**src/mcr_pkg.sv**
```systemverilog
// package for the monitor configuration register bank
// assumes an apb slave with 32-bit data, one register per word
package mcr_pkg;

    // =====================================================================
    // register indices (printed offsets are not multiples of four)
    localparam logic [7:0] MCR_IDX_CODING_GPIO = 8'h7c;
    localparam logic [7:0] MCR_IDX_PIN_SCALING = 8'h7d;
    localparam logic [7:0] MCR_IDX_TEST_A = 8'h7e;
    localparam logic [7:0] MCR_IDX_TEST_B = 8'h7f;
    localparam logic [7:0] MCR_IDX_LOCK_CTRL = 8'h80;

    // =====================================================================
    // reset values
    localparam logic [7:0] MCR_RST_CODING_GPIO = 8'h00;
    localparam logic [7:0] MCR_RST_PIN_SCALING = 8'h00;
    localparam logic [7:0] MCR_RST_TEST = 8'h00;

    // =====================================================================
    // field positions
    localparam int MCR_BIT_TWOS = 0;
    localparam int MCR_BIT_PWMF = 1;
    localparam int MCR_BIT_GPIO_DIRECTION = 2;
    localparam int MCR_BIT_GPIO_POLARITY = 3;
    localparam logic [7:0] MCR_CODING_MASK = 8'h0f;
    localparam int MCR_BIT_LOCK = 0;

    // =====================================================================
    // shared pin routing
    typedef enum logic [1:0] {
        MCR_PIN_FAN4 = 2'b00,
        MCR_PIN_THERMAL_ALARM_PIN = 2'b01,
        MCR_PIN_ALERT = 2'b10,
        MCR_PIN_GPIO = 2'b11
    } mcr_pin_fn_t;

    typedef struct packed {
        logic bypass_12v_divider;
        logic bypass_5v_divider;
        logic bypass_core_supply_divider;
        logic bypass_2v5_divider;
        logic [1:0] two_wire_tach_threshold;
        mcr_pin_fn_t shared_pin_function;
    } mcr_pin_cfg_t;

    typedef struct packed {
        logic twos_complement_select;
        logic pwm_freq_select;
        logic gpio_output;
        logic gpio_active_high;
    } mcr_core_cfg_t;

endpackage

```
**src/mcr_regs.sv**
```systemverilog
// register bank: coding/gpio config, pin/scaling config, two test regs
// assumes an apb master on clk; lock bit held in a register of its own
//
// Register access over APB was chosen for this implementation.
`timescale 1ns/100ps
`default_nettype none

module mcr_regs
    import mcr_pkg::*;
(
    // clock and reset
    input wire logic clk,
    input wire logic resetn,
    // apb slave
    input wire logic psel,
    input wire logic penable,
    input wire logic pwrite,
    input wire logic [11:0] paddr,
    input wire logic [31:0] pwdata,
    output logic [31:0] prdata,
    output logic pready,
    output logic pslverr,
    // decoded configuration to the monitor engines
    output mcr_core_cfg_t core_cfg,
    output mcr_pin_cfg_t pin_cfg,
    output logic lock_active
);

    // =====================================================================
    // state
    logic [7:0] coding_r, coding_nxt;
    logic [7:0] pin_r, pin_nxt;
    logic lock_r, lock_nxt;
    logic [31:0] rdata_r, rdata_nxt;
    logic err_r, err_nxt;
    logic rdy_r;

    // =====================================================================
    // decode
    function automatic logic hit(input logic [11:0] a, input logic [7:0] i);
        return a == {2'b00, i, 2'b00};
    endfunction

    wire logic access_w = psel && !penable;
    // a write lands only at the access edge where pready is sampled high
    wire logic wr_w = psel && penable && pready && pwrite;
    wire logic sel_cod = hit(paddr, MCR_IDX_CODING_GPIO);
    wire logic sel_pin = hit(paddr, MCR_IDX_PIN_SCALING);
    wire logic sel_ta = hit(paddr, MCR_IDX_TEST_A);
    wire logic sel_tb = hit(paddr, MCR_IDX_TEST_B);
    wire logic sel_lck = hit(paddr, MCR_IDX_LOCK_CTRL);
    wire logic mapped = sel_cod | sel_pin | sel_ta | sel_tb | sel_lck;

    // lock is sticky until reset, so it cannot be used to unlock itself
    assign lock_nxt = lock_r | (wr_w && sel_lck && pwdata[MCR_BIT_LOCK]);
    assign coding_nxt = (wr_w && sel_cod && !lock_r)
        ? (pwdata[7:0] & MCR_CODING_MASK) : coding_r;
    assign pin_nxt = (wr_w && sel_pin && !lock_r) ? pwdata[7:0] : pin_r;

    // test registers have no storage: writes fall away, reads give zero
    assign rdata_nxt = !access_w || pwrite ? 32'h0000_0000 :
        sel_cod ? {24'h00_0000, coding_r} :
        sel_pin ? {24'h00_0000, pin_r} :
        sel_lck ? {31'h0000_0000, lock_r} :
        {24'h00_0000, MCR_RST_TEST};
    assign err_nxt = access_w && !mapped;

    // =====================================================================
    // registers
    always_ff @(posedge clk or negedge resetn) begin
        if (!resetn) begin
            coding_r <= MCR_RST_CODING_GPIO;
            pin_r <= MCR_RST_PIN_SCALING;
            lock_r <= 1'b0;
            rdata_r <= 32'h0000_0000;
            err_r <= 1'b0;
            rdy_r <= 1'b0;
        end else begin
            coding_r <= coding_nxt;
            pin_r <= pin_nxt;
            lock_r <= lock_nxt;
            rdata_r <= rdata_nxt;
            err_r <= err_nxt;
            rdy_r <= access_w;
        end
    end

    // =====================================================================
    // outputs: no wait state, answer flopped in the setup cycle
    assign prdata = rdata_r;
    assign pready = rdy_r;
    assign pslverr = err_r;
    assign lock_active = lock_r;
    // engines reinterpret stored limits from this bit with no latency
    assign core_cfg.twos_complement_select = coding_r[MCR_BIT_TWOS];
    assign core_cfg.pwm_freq_select = coding_r[MCR_BIT_PWMF];
    // direction only matters when the shared pin is routed to gpio
    assign core_cfg.gpio_output = coding_r[MCR_BIT_GPIO_DIRECTION];
    assign core_cfg.gpio_active_high = coding_r[MCR_BIT_GPIO_POLARITY];
    assign pin_cfg = mcr_pin_cfg_t'(pin_r);

    // =====================================================================
    // checks
    a_lock_blocks_cod: assert property (@(posedge clk) disable iff (!resetn)
        lock_r |=> $stable(coding_r))
        else $error("coding register changed while locked");
    a_lock_blocks_pin: assert property (@(posedge clk) disable iff (!resetn)
        lock_r |=> $stable(pin_r))
        else $error("pin register changed while locked");
    a_upper_zero: assert property (@(posedge clk) disable iff (!resetn)
        coding_r[7:4] == 4'h0)
        else $error("upper coding bits not zero");
    a_write_cod: assert property (@(posedge clk) disable iff (!resetn)
        wr_w && sel_cod && !lock_r
        |=> coding_r == ($past(pwdata[7:0]) & MCR_CODING_MASK))
        else $error("coding write not stored");
    a_write_pin: assert property (@(posedge clk) disable iff (!resetn)
        wr_w && sel_pin && !lock_r |=> pin_r == $past(pwdata[7:0]))
        else $error("pin write not stored");
    a_test_read: assert property (@(posedge clk) disable iff (!resetn)
        access_w && !pwrite && (sel_ta || sel_tb) |=> prdata == 32'h0)
        else $error("test register read not zero");
    a_twos_follow: assert property (@(posedge clk) disable iff (!resetn)
        core_cfg.twos_complement_select == coding_r[0])
        else $error("coding select mismatch");
    a_ready_once: assert property (@(posedge clk) disable iff (!resetn)
        access_w |=> pready ##1 !pready)
        else $error("pready not one cycle");
    a_pin_thresh: assert property (@(posedge clk) disable iff (!resetn)
        pin_cfg.two_wire_tach_threshold == pin_r[3:2])
        else $error("threshold mismatch");
    c_lock: cover property (@(posedge clk) disable iff (!resetn)
        !lock_r ##1 lock_r);
    c_locked_write: cover property (@(posedge clk) disable iff (!resetn)
        lock_r && wr_w && sel_pin);
    c_gpio: cover property (@(posedge clk) disable iff (!resetn)
        pin_cfg.shared_pin_function == MCR_PIN_GPIO);
    c_err: cover property (@(posedge clk) disable iff (!resetn) pslverr);

endmodule

`default_nettype wire

```
**config.mk**
```make
export PLATFORM = sky130hd
export DESIGN_NAME = mcr_regs
export DESIGN_NICKNAME = d
export VERILOG_FILES = /design/src/mcr_pkg.sv /design/src/mcr_regs.sv
export SDC_FILE = /design/constraint.sdc
export NUM_CORES = 1
export LEC_CHECK = 0
export BUFFER_PORTS_ARGS = -buffer_cell sky130_fd_sc_hd__buf_2
export CELL_PAD_IN_SITES_DETAIL_PLACEMENT = 1
export CELL_PAD_IN_SITES_GLOBAL_PLACEMENT = 1
export CORE_MARGIN = 5
export CORE_UTILIZATION = 24
export DETAILED_ROUTE_END_ITERATION = 7
export PLACE_DENSITY = 0.83
export SKIP_CTS_REPAIR_TIMING = 1
export SYNTH_ARGS = -nofsm -noshare
export SYNTH_HDL_FRONTEND = slang
export SYNTH_SLANG_ARGS = --single-unit
```
**constraint.sdc**
```tcl
create_clock -name clk -period 1.5 [get_ports clk]
set_clock_uncertainty 0.1 [all_clocks]
set_input_delay 0.3 -clock clk [delete_from_list [all_inputs] [get_ports clk]]
set_output_delay 0.3 -clock clk [all_outputs]
set_load 0.02 [all_outputs]
```
## Word-level counts from Yosys, hierarchy flattened

Index checks and enable logic that the tools add are counted.

| storage, ports and cells | value |
|---|---|
| flip-flop bits (word level) | 23 |
| bits of input ports | 49 |
| logic and storage cells | 36 |

| cells by class | value |
|---|---|
| equality and inequality tests | 5 |
| multiplexer cells | 4 |
| bitwise logic cells | 5 |
| reduce and logical (&&, ||, !) cells | 16 |

Operator list:

| operator | count |
|---|---|
| $eq 12x9->1 const B | 4 |
| $mux 8 | 3 |
| $eq 12x10->1 const B | 1 |
| $logic_and 1x1->1 | 11 |
| $or 1x1->1 | 5 |
| $logic_not 1->1 | 4 |
| $logic_or 1x1->1 | 1 |
| $mux 1 | 1 |

## Longest topological paths before layout

Gate-level depths: netlist of run 1.

| logic depth | value |
|---|---|
| depth in word-level cells | 7 |
| mapped depth | 4 |
| depth with buffers taken out | 4 |

## Worst setup path before layout of run 1

OpenSTA, ideal clock, no wires.

| timing | value |
|---|---|
| kind | in2reg |
| start point | in paddr[11] |
| end point | reg coding_r[0] |
| arrival time | 1.714 ns |
| path slack | -0.439 ns |
| stages | 4 |
| buffers on the path | 0 |
| cells stage by stage | or4b_4 nor3_4 and3b_4 mux2_2 |

| on the way | value |
|---|---|
| cells in the longest elaborated chain, start to end | 3 |

RTL lines:

| element | line | text |
|---|---|---|
| from (decl) | mcr_regs.sv:18 | `input wire logic [11:0] paddr,` |
| $eq 12x9->1 | mcr_regs.sv:41 | `return a == {2'b00, i, 2'b00};` |
| $logic_and 1x1->1 (2 in series) | mcr_regs.sv:56 | `assign coding_nxt = (wr_w && sel_cod && !lock_r)` |
| to (signal assigned) | mcr_regs.sv:79 | `coding_r <= coding_nxt;` |
| to (decl) | mcr_regs.sv:31 | `logic [7:0] coding_r, coding_nxt;` |

Every way passes these cells.
A chain may end at the register's enable or synchronous reset.

## Final worst setup path of run 1

| timing | value |
|---|---|
| start point | in paddr[2] |
| end point | reg rdata_r[0] (netlist: prdata[0]) |

| on the way | value |
|---|---|
| cells in the longest elaborated chain, start to end | 5 |
| elaborated cells between the ends (all ways) | 7 |
| those cells by class | 3 x eq/ne; 4 x mux |

RTL lines:

| element | line | text |
|---|---|---|
| $eq 12x10->1 | mcr_regs.sv:41 |  |
| $mux 1 | mcr_regs.sv:64 | `sel_lck ? {31'h0000_0000, lock_r} :` |
| $mux 8 | mcr_regs.sv:63 | `sel_pin ? {24'h00_0000, pin_r} :` |
| $mux 8 (*) | mcr_regs.sv:62 | `sel_cod ? {24'h00_0000, coding_r} :` |
| $mux 8 (*) | mcr_regs.sv:61 | `assign rdata_nxt = !access_w \|\| pwrite ? 32'h0000_0000 :` |
| named net rdata_nxt[0] | mcr_regs.sv:34 | `logic [31:0] rdata_r, rdata_nxt;` |
| to (signal assigned) | mcr_regs.sv:82 | `rdata_r <= rdata_nxt;` |
| to (decl) | mcr_regs.sv:34 |  |

The timed path passes the listed nets; every way through them passes the cells marked *.

==> summary.md, run 1 <==
| Metric | Value |
|---|---|
| Status | finished, violations left |
| Die width | 80.08 µm |
| Synth top area share | 48.83% |
| Final #Nets | 205 |
| Multi-input logic area | 541.8 µm² |
| Total CTS buffers | 3 |
| Ranking of synthesized cells by area | dfrtp_1 49%, buf_4 15%, mux2_2 11% |
| Total number of vias | 860 |
| Largest vdd supply drop | 0.2700 mV |
| Synthesized area per cell | 12.41 µm² |
| CP top delay family | simple AND/OR/NAND/NOR gates |
| CP Launch Type | input pin |
| Seq/Total Area, Yosys | 48.83% |
| P&R area growth vs syn | 34.71% |
| GRT Residual Overflow | 0 |
| Post-Synth XOR/XNOR Area | 0% |
| Main combinational cell family by area after synthesis | simple AND/OR/NAND/NOR gates |
| Data required time of the critical path | 1.56 ns |
| Min Clock Period, post-route | 1.676 ns |
| Post-route ant nets | 0 |
| Unrepaired setup endpoints after global routing | true |
| 1st-iter DRT viols | 41 |
| Total die area | 0.006413 mm² |
| Synth unique cells | 24 |
| PwrDens | 729.5 mW/mm² |
| Ports | 96 |
| Crit path cell chain | buf_2 -> or4b_4 -> nor4_4 -> a22oi_1 -> a2111oi_2 |
| Slew Limit Fails | 0 |
| # setup viols final | 13 |
| Total Wirelength | 3.076 mm |
| Die Span Y | 80.08 µm |
| Fill count | 571 |
| Hold Path Class | in2reg |
| CTS clk-pin slew, worst paths | 0.08 ns |
| Synth Area in Adders | 0% |
| Core Region | 0.004755 mm² |
| H-tree Lvls | 1 |
| Worst Setup SP | paddr[2] |
| First drt pass iteration count | 4 |
| Total GRT Usage | 9.207% |
| Hold Crit Start | pwdata[6] |
| Final Hold Fails | 0 |
| Synth top cells by count | 24 x buf_4, 23 x dfrtp_1, 12 x mux2_2, 6 x nor2_1, 4 x and4_1 |
| Dominant synthesized flop cell | dfrtp_1 |
| Multiplexer area fraction after synthesis | 14.01% |
| Hpwl dp | 2.512 mm |
| Complex-gate fraction of the synthesized area | 2.654% |
| I/O Buffers | 47 |
| Register Area | 575.6 µm² |
| FF+latch count, synth | 23 |
| CP endpoint kind | flip-flop |
| Ys Warns | 0 |
| Buf/Inv on CP | 1 |
| CP peak stage delay | 0.54 ns |
| Global-route wire length before repair | 4.547 mm |
| Crit path max-delay cell type | or4b_4 |
| Root buf cell | clkbuf_8 |
| Failing checks | setup timing |
| Via/cell ratio | 3.874 |
| Top-count cell post-synth | buf_4 |
| Max Freq | 596.5 MHz |
| Max-cap violations | 0 |
| Final period util | 111.8% |
| Number of synthesized flops with an enable pin | 0 |
| Row cnt | 25 |
| # diodes | 0 |
| Fraction of layout cells with a size suffix above 1 | 55.48% |
| Yosys top cell by area | dfrtp_1 |
| Crit path max fanout | 2 |
| Setup ws final | -0.1763 ns |
| Post-synthesis async set-or-reset flop share | 100.0% |
| Post-Syn Area | 0.001179 mm² |
| Setup CP Type | in2reg |
| Largest net degree at the start of global routing | 24 |
| Initial Util | 24.79% |
| Total DRC errors in the routed layout | 0 |
| Lkg Pwr | 0.9017 nW |
| Routed len/inst | 13.86 µm |
| RD Place Congestion | 0.6844 |
| Vias in the first global route | 909 |
| CTS tree | yes |
| CTS Buffer Depth | 2 |
| Final core utilization | 33.39% |
| Simple-Gate Fraction of Synth Area | 17.94% |
| Crit path arrival time | 1.73 ns |
| Clock latency on the worst-skew pair | 0.26 ns |
| CTS sink cnt | 23 |
| Reg-to-Reg Start | pready |
| Post-Syn Instances | 95 |
| Initial antenna violation count | 0 |
| Setup WS pre-CTS | -0.4592 ns |
==> worst register-to-register path: cells and delay by family (launching register included) <==
kind                   cells  cell delay, ns
flip-flops                 1            0.36
buffers and inverters      1            0.14
AND/OR/NAND/NOR            3            0.41
multiplexers               1            0.33
==> cell usage in the layout (no fill, tap or decap), drive strengths merged, types with 2 or more instances in the layout <==
master,instances
buf,57
nor4,2
mux2i,3
clkbuf,4
nor3,2
or3,2
conb,24
inv,2
or4b,2
nand4,2
and4,4
nor2,6
mux2,12
nand2b,2
dfrtp,23
==> area by class of cell <==
class                      instances  share of cell area [%]
tap                               67                   5.280
inverter                           2                  0.4728
clock buffer                       4                   2.837
timing repair buffer              58                   21.04
sequential                        23                   36.25
multi-input combinational         68                   34.12
==> path summary, 6_finish.rpt <==
kind | to | slack, ns | cells past startpoint
min reg2reg | pin_cfg[0] | 0.44 | 1
max in group asynchronous | coding_r[0] | 0.55 | 2
min in group asynchronous | pin_cfg[4] | 0.43 | 2
max | prdata[0] | -0.18 | 5
min | pin_cfg[6] | 0.17 | 2
max reg2reg | pin_cfg[6] | 0.05 | 5
==> logic make-up (layout without fill, tap and decap cells) <==
group / count (synthesis) / in the layout
compound gates: 3 / 3
buf+inv: 27 / 64
flops: 23 / 23
mux: 15 / 15
other cells: 1 / 24
simple gates: 26 / 26
==> state kept, by name (all words and copies together), names as in the netlist <==
signal       count
pready           1
prdata           8
lock_active      1
pin_cfg          8
coding_r         4
pslverr          1
==> per-layer routing <==
metal,track usage [%],routed length [µm]
met1,9.693,1089
met2,16.56,1617
met3,3.027,272
met4,4.054,95
met5,0,0
==> power breakdown <==
group,internal (mW),leakage (nW),total [mW],switching [mW]
registers,0.622,0.319,0.623,0.00115
clock network,0.190,0.0228,0.384,0.194
logic,0.0458,0.560,0.151,0.105
total,0.858,0.902,1.16,0.301
==> stage by stage <==
step	hold slack [ns]	cell area, µm²	cells	power (mW)	TNS [ns]
after floorplan	-0.09559	1265	118	0.7636	-4.496
after global placement	0.1879	1468	216	0.7772	-7.079
after detailed placement	0.1901	1468	216	0.7795	-7.981
after CTS	-0.09693	1513	220	1.154	-2.200
after global routing	0.1720	1588	222	1.208	-2.382
final	0.1689	1588	222	1.158	-1.933
(Power assumes the default switching activity.)
==> inputs of run 2 (changes only) <==
--- a/config.mk
+++ b/config.mk
@@ -5,6 +5,7 @@
 export SDC_FILE = /design/constraint.sdc
 export NUM_CORES = 1
 export LEC_CHECK = 0
+export ABC_AREA = 1
 export BUFFER_PORTS_ARGS = -buffer_cell sky130_fd_sc_hd__buf_2
 export CELL_PAD_IN_SITES_DETAIL_PLACEMENT = 1
 export CELL_PAD_IN_SITES_GLOBAL_PLACEMENT = 1
==> summary.md, run 2 <==
| Metric | Value |
|---|---|
| Status | completed |
| Die Span Y | 83.99 µm |
| First drt pass iteration count | 3 |
| Clock latency on the worst-skew pair | 0.26 ns |
| Min Clock Period, post-route | 1.394 ns |
| Synthesized area per cell | 8.587 µm² |
| Data required time of the critical path | 1.55 ns |
| Fill count | 693 |
| Fraction of layout cells with a size suffix above 1 | 34.78% |
| Crit path arrival time | 1.44 ns |
| Vias in the first global route | 1207 |
| # diodes | 0 |
| CP endpoint kind | flip-flop |
| Setup ws final | 0.1060 ns |
| Synth Area in Adders | 0% |
| Total GRT Usage | 9.097% |
| Initial Util | 24.31% |
| Number of synthesized flops with an enable pin | 0 |
| Crit path cell chain | nand4_1 -> nor2_4 -> nand3_4 -> nand2_1 -> o21ai_2 |
| Synth top area share | 43.81% |
| Top-count cell post-synth | nand2_1 |
| Post-Syn Instances | 153 |
| FF+latch count, synth | 23 |
| Hold Crit Start | penable |
| Worst Setup SP | pready |
| Slew Limit Fails | 0 |
| Total number of vias | 1090 |
| Pwr Total | 1.155 mW |
| RD Place Congestion | 0.7831 |
| Main combinational cell family by area after synthesis | simple AND/OR/NAND/NOR gates |
| GRT Residual Overflow | 0 |
| R2R depth | 5 |
| Comb power frac | 14.0% |
| Dominant synthesized flop cell | dfrtp_1 |
| Largest vdd supply drop | 0.2679 mV |
| P&R area growth vs syn | 23.90% |
| Global-route wire length before repair | 5.285 mm |
| Seq/Total Area, Yosys | 43.81% |
| Via/cell ratio | 3.907 |
| Reg-to-Reg Start | pready |
| Yosys top cell by area | dfrtp_1 |
| PwrDens | 709.8 mW/mm² |
| CTS tree | yes |
| Post-place instance area | 0.001560 mm² |
| Hpwl dp | 2.819 mm |
| CP peak stage delay | 0.35 ns |
| Total DRC errors in the routed layout | 0 |
| Most frequent cells in the layout | 47 x buf_2, 26 x nand2_1, 24 x conb_1 |
| Worst Max-Slew Pin Slew | 0.5066 ns |
| Lkg Pwr | 0.9171 nW |
| Final core utilization | 30.12% |
| CTS Buffer Depth | 2 |
| Hold Path Class | in2reg |
| Final Hold Fails | 0 |
| # setup viols final | 0 |
| Core Region | 0.005405 mm² |
| Multiplexer area fraction after synthesis | 0% |
| Final Cell Area | 0.001628 mm² |
| Total die area | 0.007053 mm² |
| CP Launch Type | flip-flop |
| Sw Pwr | 0.3016 mW |
| Final #Nets | 257 |
| Ranking of synthesized cells by area | dfrtp_1 44%, buf_4 14%, nand2_1 7.4% |
| Ports | 96 |
| H-tree Lvls | 1 |
| Total CTS buffers | 3 |
| Initial antenna violation count | 0 |
| Max Freq | 717.4 MHz |
| Synth unique cells | 21 |
| Total Wirelength | 3.293 mm |
| Setup tns final | 0 ns |
| Pint | 0.8538 mW |
| Commonest non-fill, non-tap cell in the layout | buf_2 |
| Row cnt | 27 |
| Slew Limit Headroom | 66.22% |
| Setup WS pre-CTS | -0.1440 ns |
| Final period util | 92.93% |
| Complex-gate fraction of the synthesized area | 9.524% |
| Post-Syn Area | 0.001314 mm² |
| Synth top cells by count | 26 x nand2_1, 24 x buf_4, 23 x dfrtp_1, 22 x inv_1, 12 x nor2_1 |
| Crit path max-delay cell type | dfrtp_1 |
| WHS | 0.1371 ns |
| Clock power frac | 32.0% |
| Crit path max fanout | 16 |
| CTS sink cnt | 23 |
| Ys Warns | 0 |
| Max-cap violations | 0 |
| Reg power frac | 53.9% |
| Setup CP Type | reg2reg |
| Root buf cell | clkbuf_8 |
| Post-Synth XOR/XNOR Area | 0% |
| Simple-Gate Fraction of Synth Area | 24.67% |
| Finished Layout Cells | 279 |
| CTS clk-pin slew, worst paths | 0.07 ns |
| Post-synthesis async set-or-reset flop share | 100.0% |
| Worst hold path depth | 2 |
| Largest net degree at the start of global routing | 24 |
| 1st-iter DRT viols | 41 |
| I/O Buffers | 47 |
| Switching Share | 26.10% |
| Post-route ant nets | 0 |
| Inst Count DP | 274 |
| Die width | 83.99 µm |
| Routed len/inst | 11.80 µm |
==> run 2: kinds of logic (layout without fill, tap and decap cells) <==
kind of cell    count (synthesis)  count (layout)
buf+inv                        48              79
flops                          23              23
other cells                     1              24
compound gates                 18              18
simple gates                   63              63
==> run 2: power by group through the flow <==
stage          Clock (mW)  Sequential, mW  Combinational (mW)
6_report            0.370           0.623               0.162
5_1_grt             0.413           0.624               0.180
4_1_cts             0.385           0.623               0.159
3_5_place_dp            0           0.636               0.159
3_3_place_gp            0           0.636               0.154
2_1_floorplan           0           0.640               0.138
==> run 2: path summary, 6_finish.rpt <==
kind / to / slack, ns
max reg2reg: pin_cfg[5] / 0.11
min reg2reg: pin_cfg[4] / 0.41
min: pready / 0.14
max: pin_cfg[5] / 0.11
max in group asynchronous: pin_cfg[2] / 0.52
min in group asynchronous: prdata[5] / 0.44
==> run 2: layout make-up <==
type / instances / area, µm² / share of cell area (%)
Timing Repair Buffer: 53 / 282.8 / 17.37
Clock buffer: 4 / 45.04 / 2.767
Inverter: 22 / 82.58 / 5.073
Multi-Input combinational cell: 105 / 551.8 / 33.90
Tap cell: 72 / 90.09 / 5.534
Sequential cell: 23 / 575.6 / 35.36
==> run 2: worst max-delay path, delay by kind of cell (launching register included) <==
family | cells | cell delay (ns)
AO/OA/AOI/OAI | 1 | 0.06
flip-flops | 1 | 0.35
AND/OR/NAND/NOR | 4 | 0.76
==> run 2: per-layer routing <==
| layer | vias up | share of wire [%] | track usage (%) |
|---|---|---|---|
| li1 | 538 | - | - |
| met1 | 511 | 37 | 9.771 |
| met2 | 35 | 54 | 16.56 |
| met3 | 6 | 7.8 | 2.764 |
| met4 | 0 | 1.5 | 3.509 |
| met5 | - | 0 | 0 |
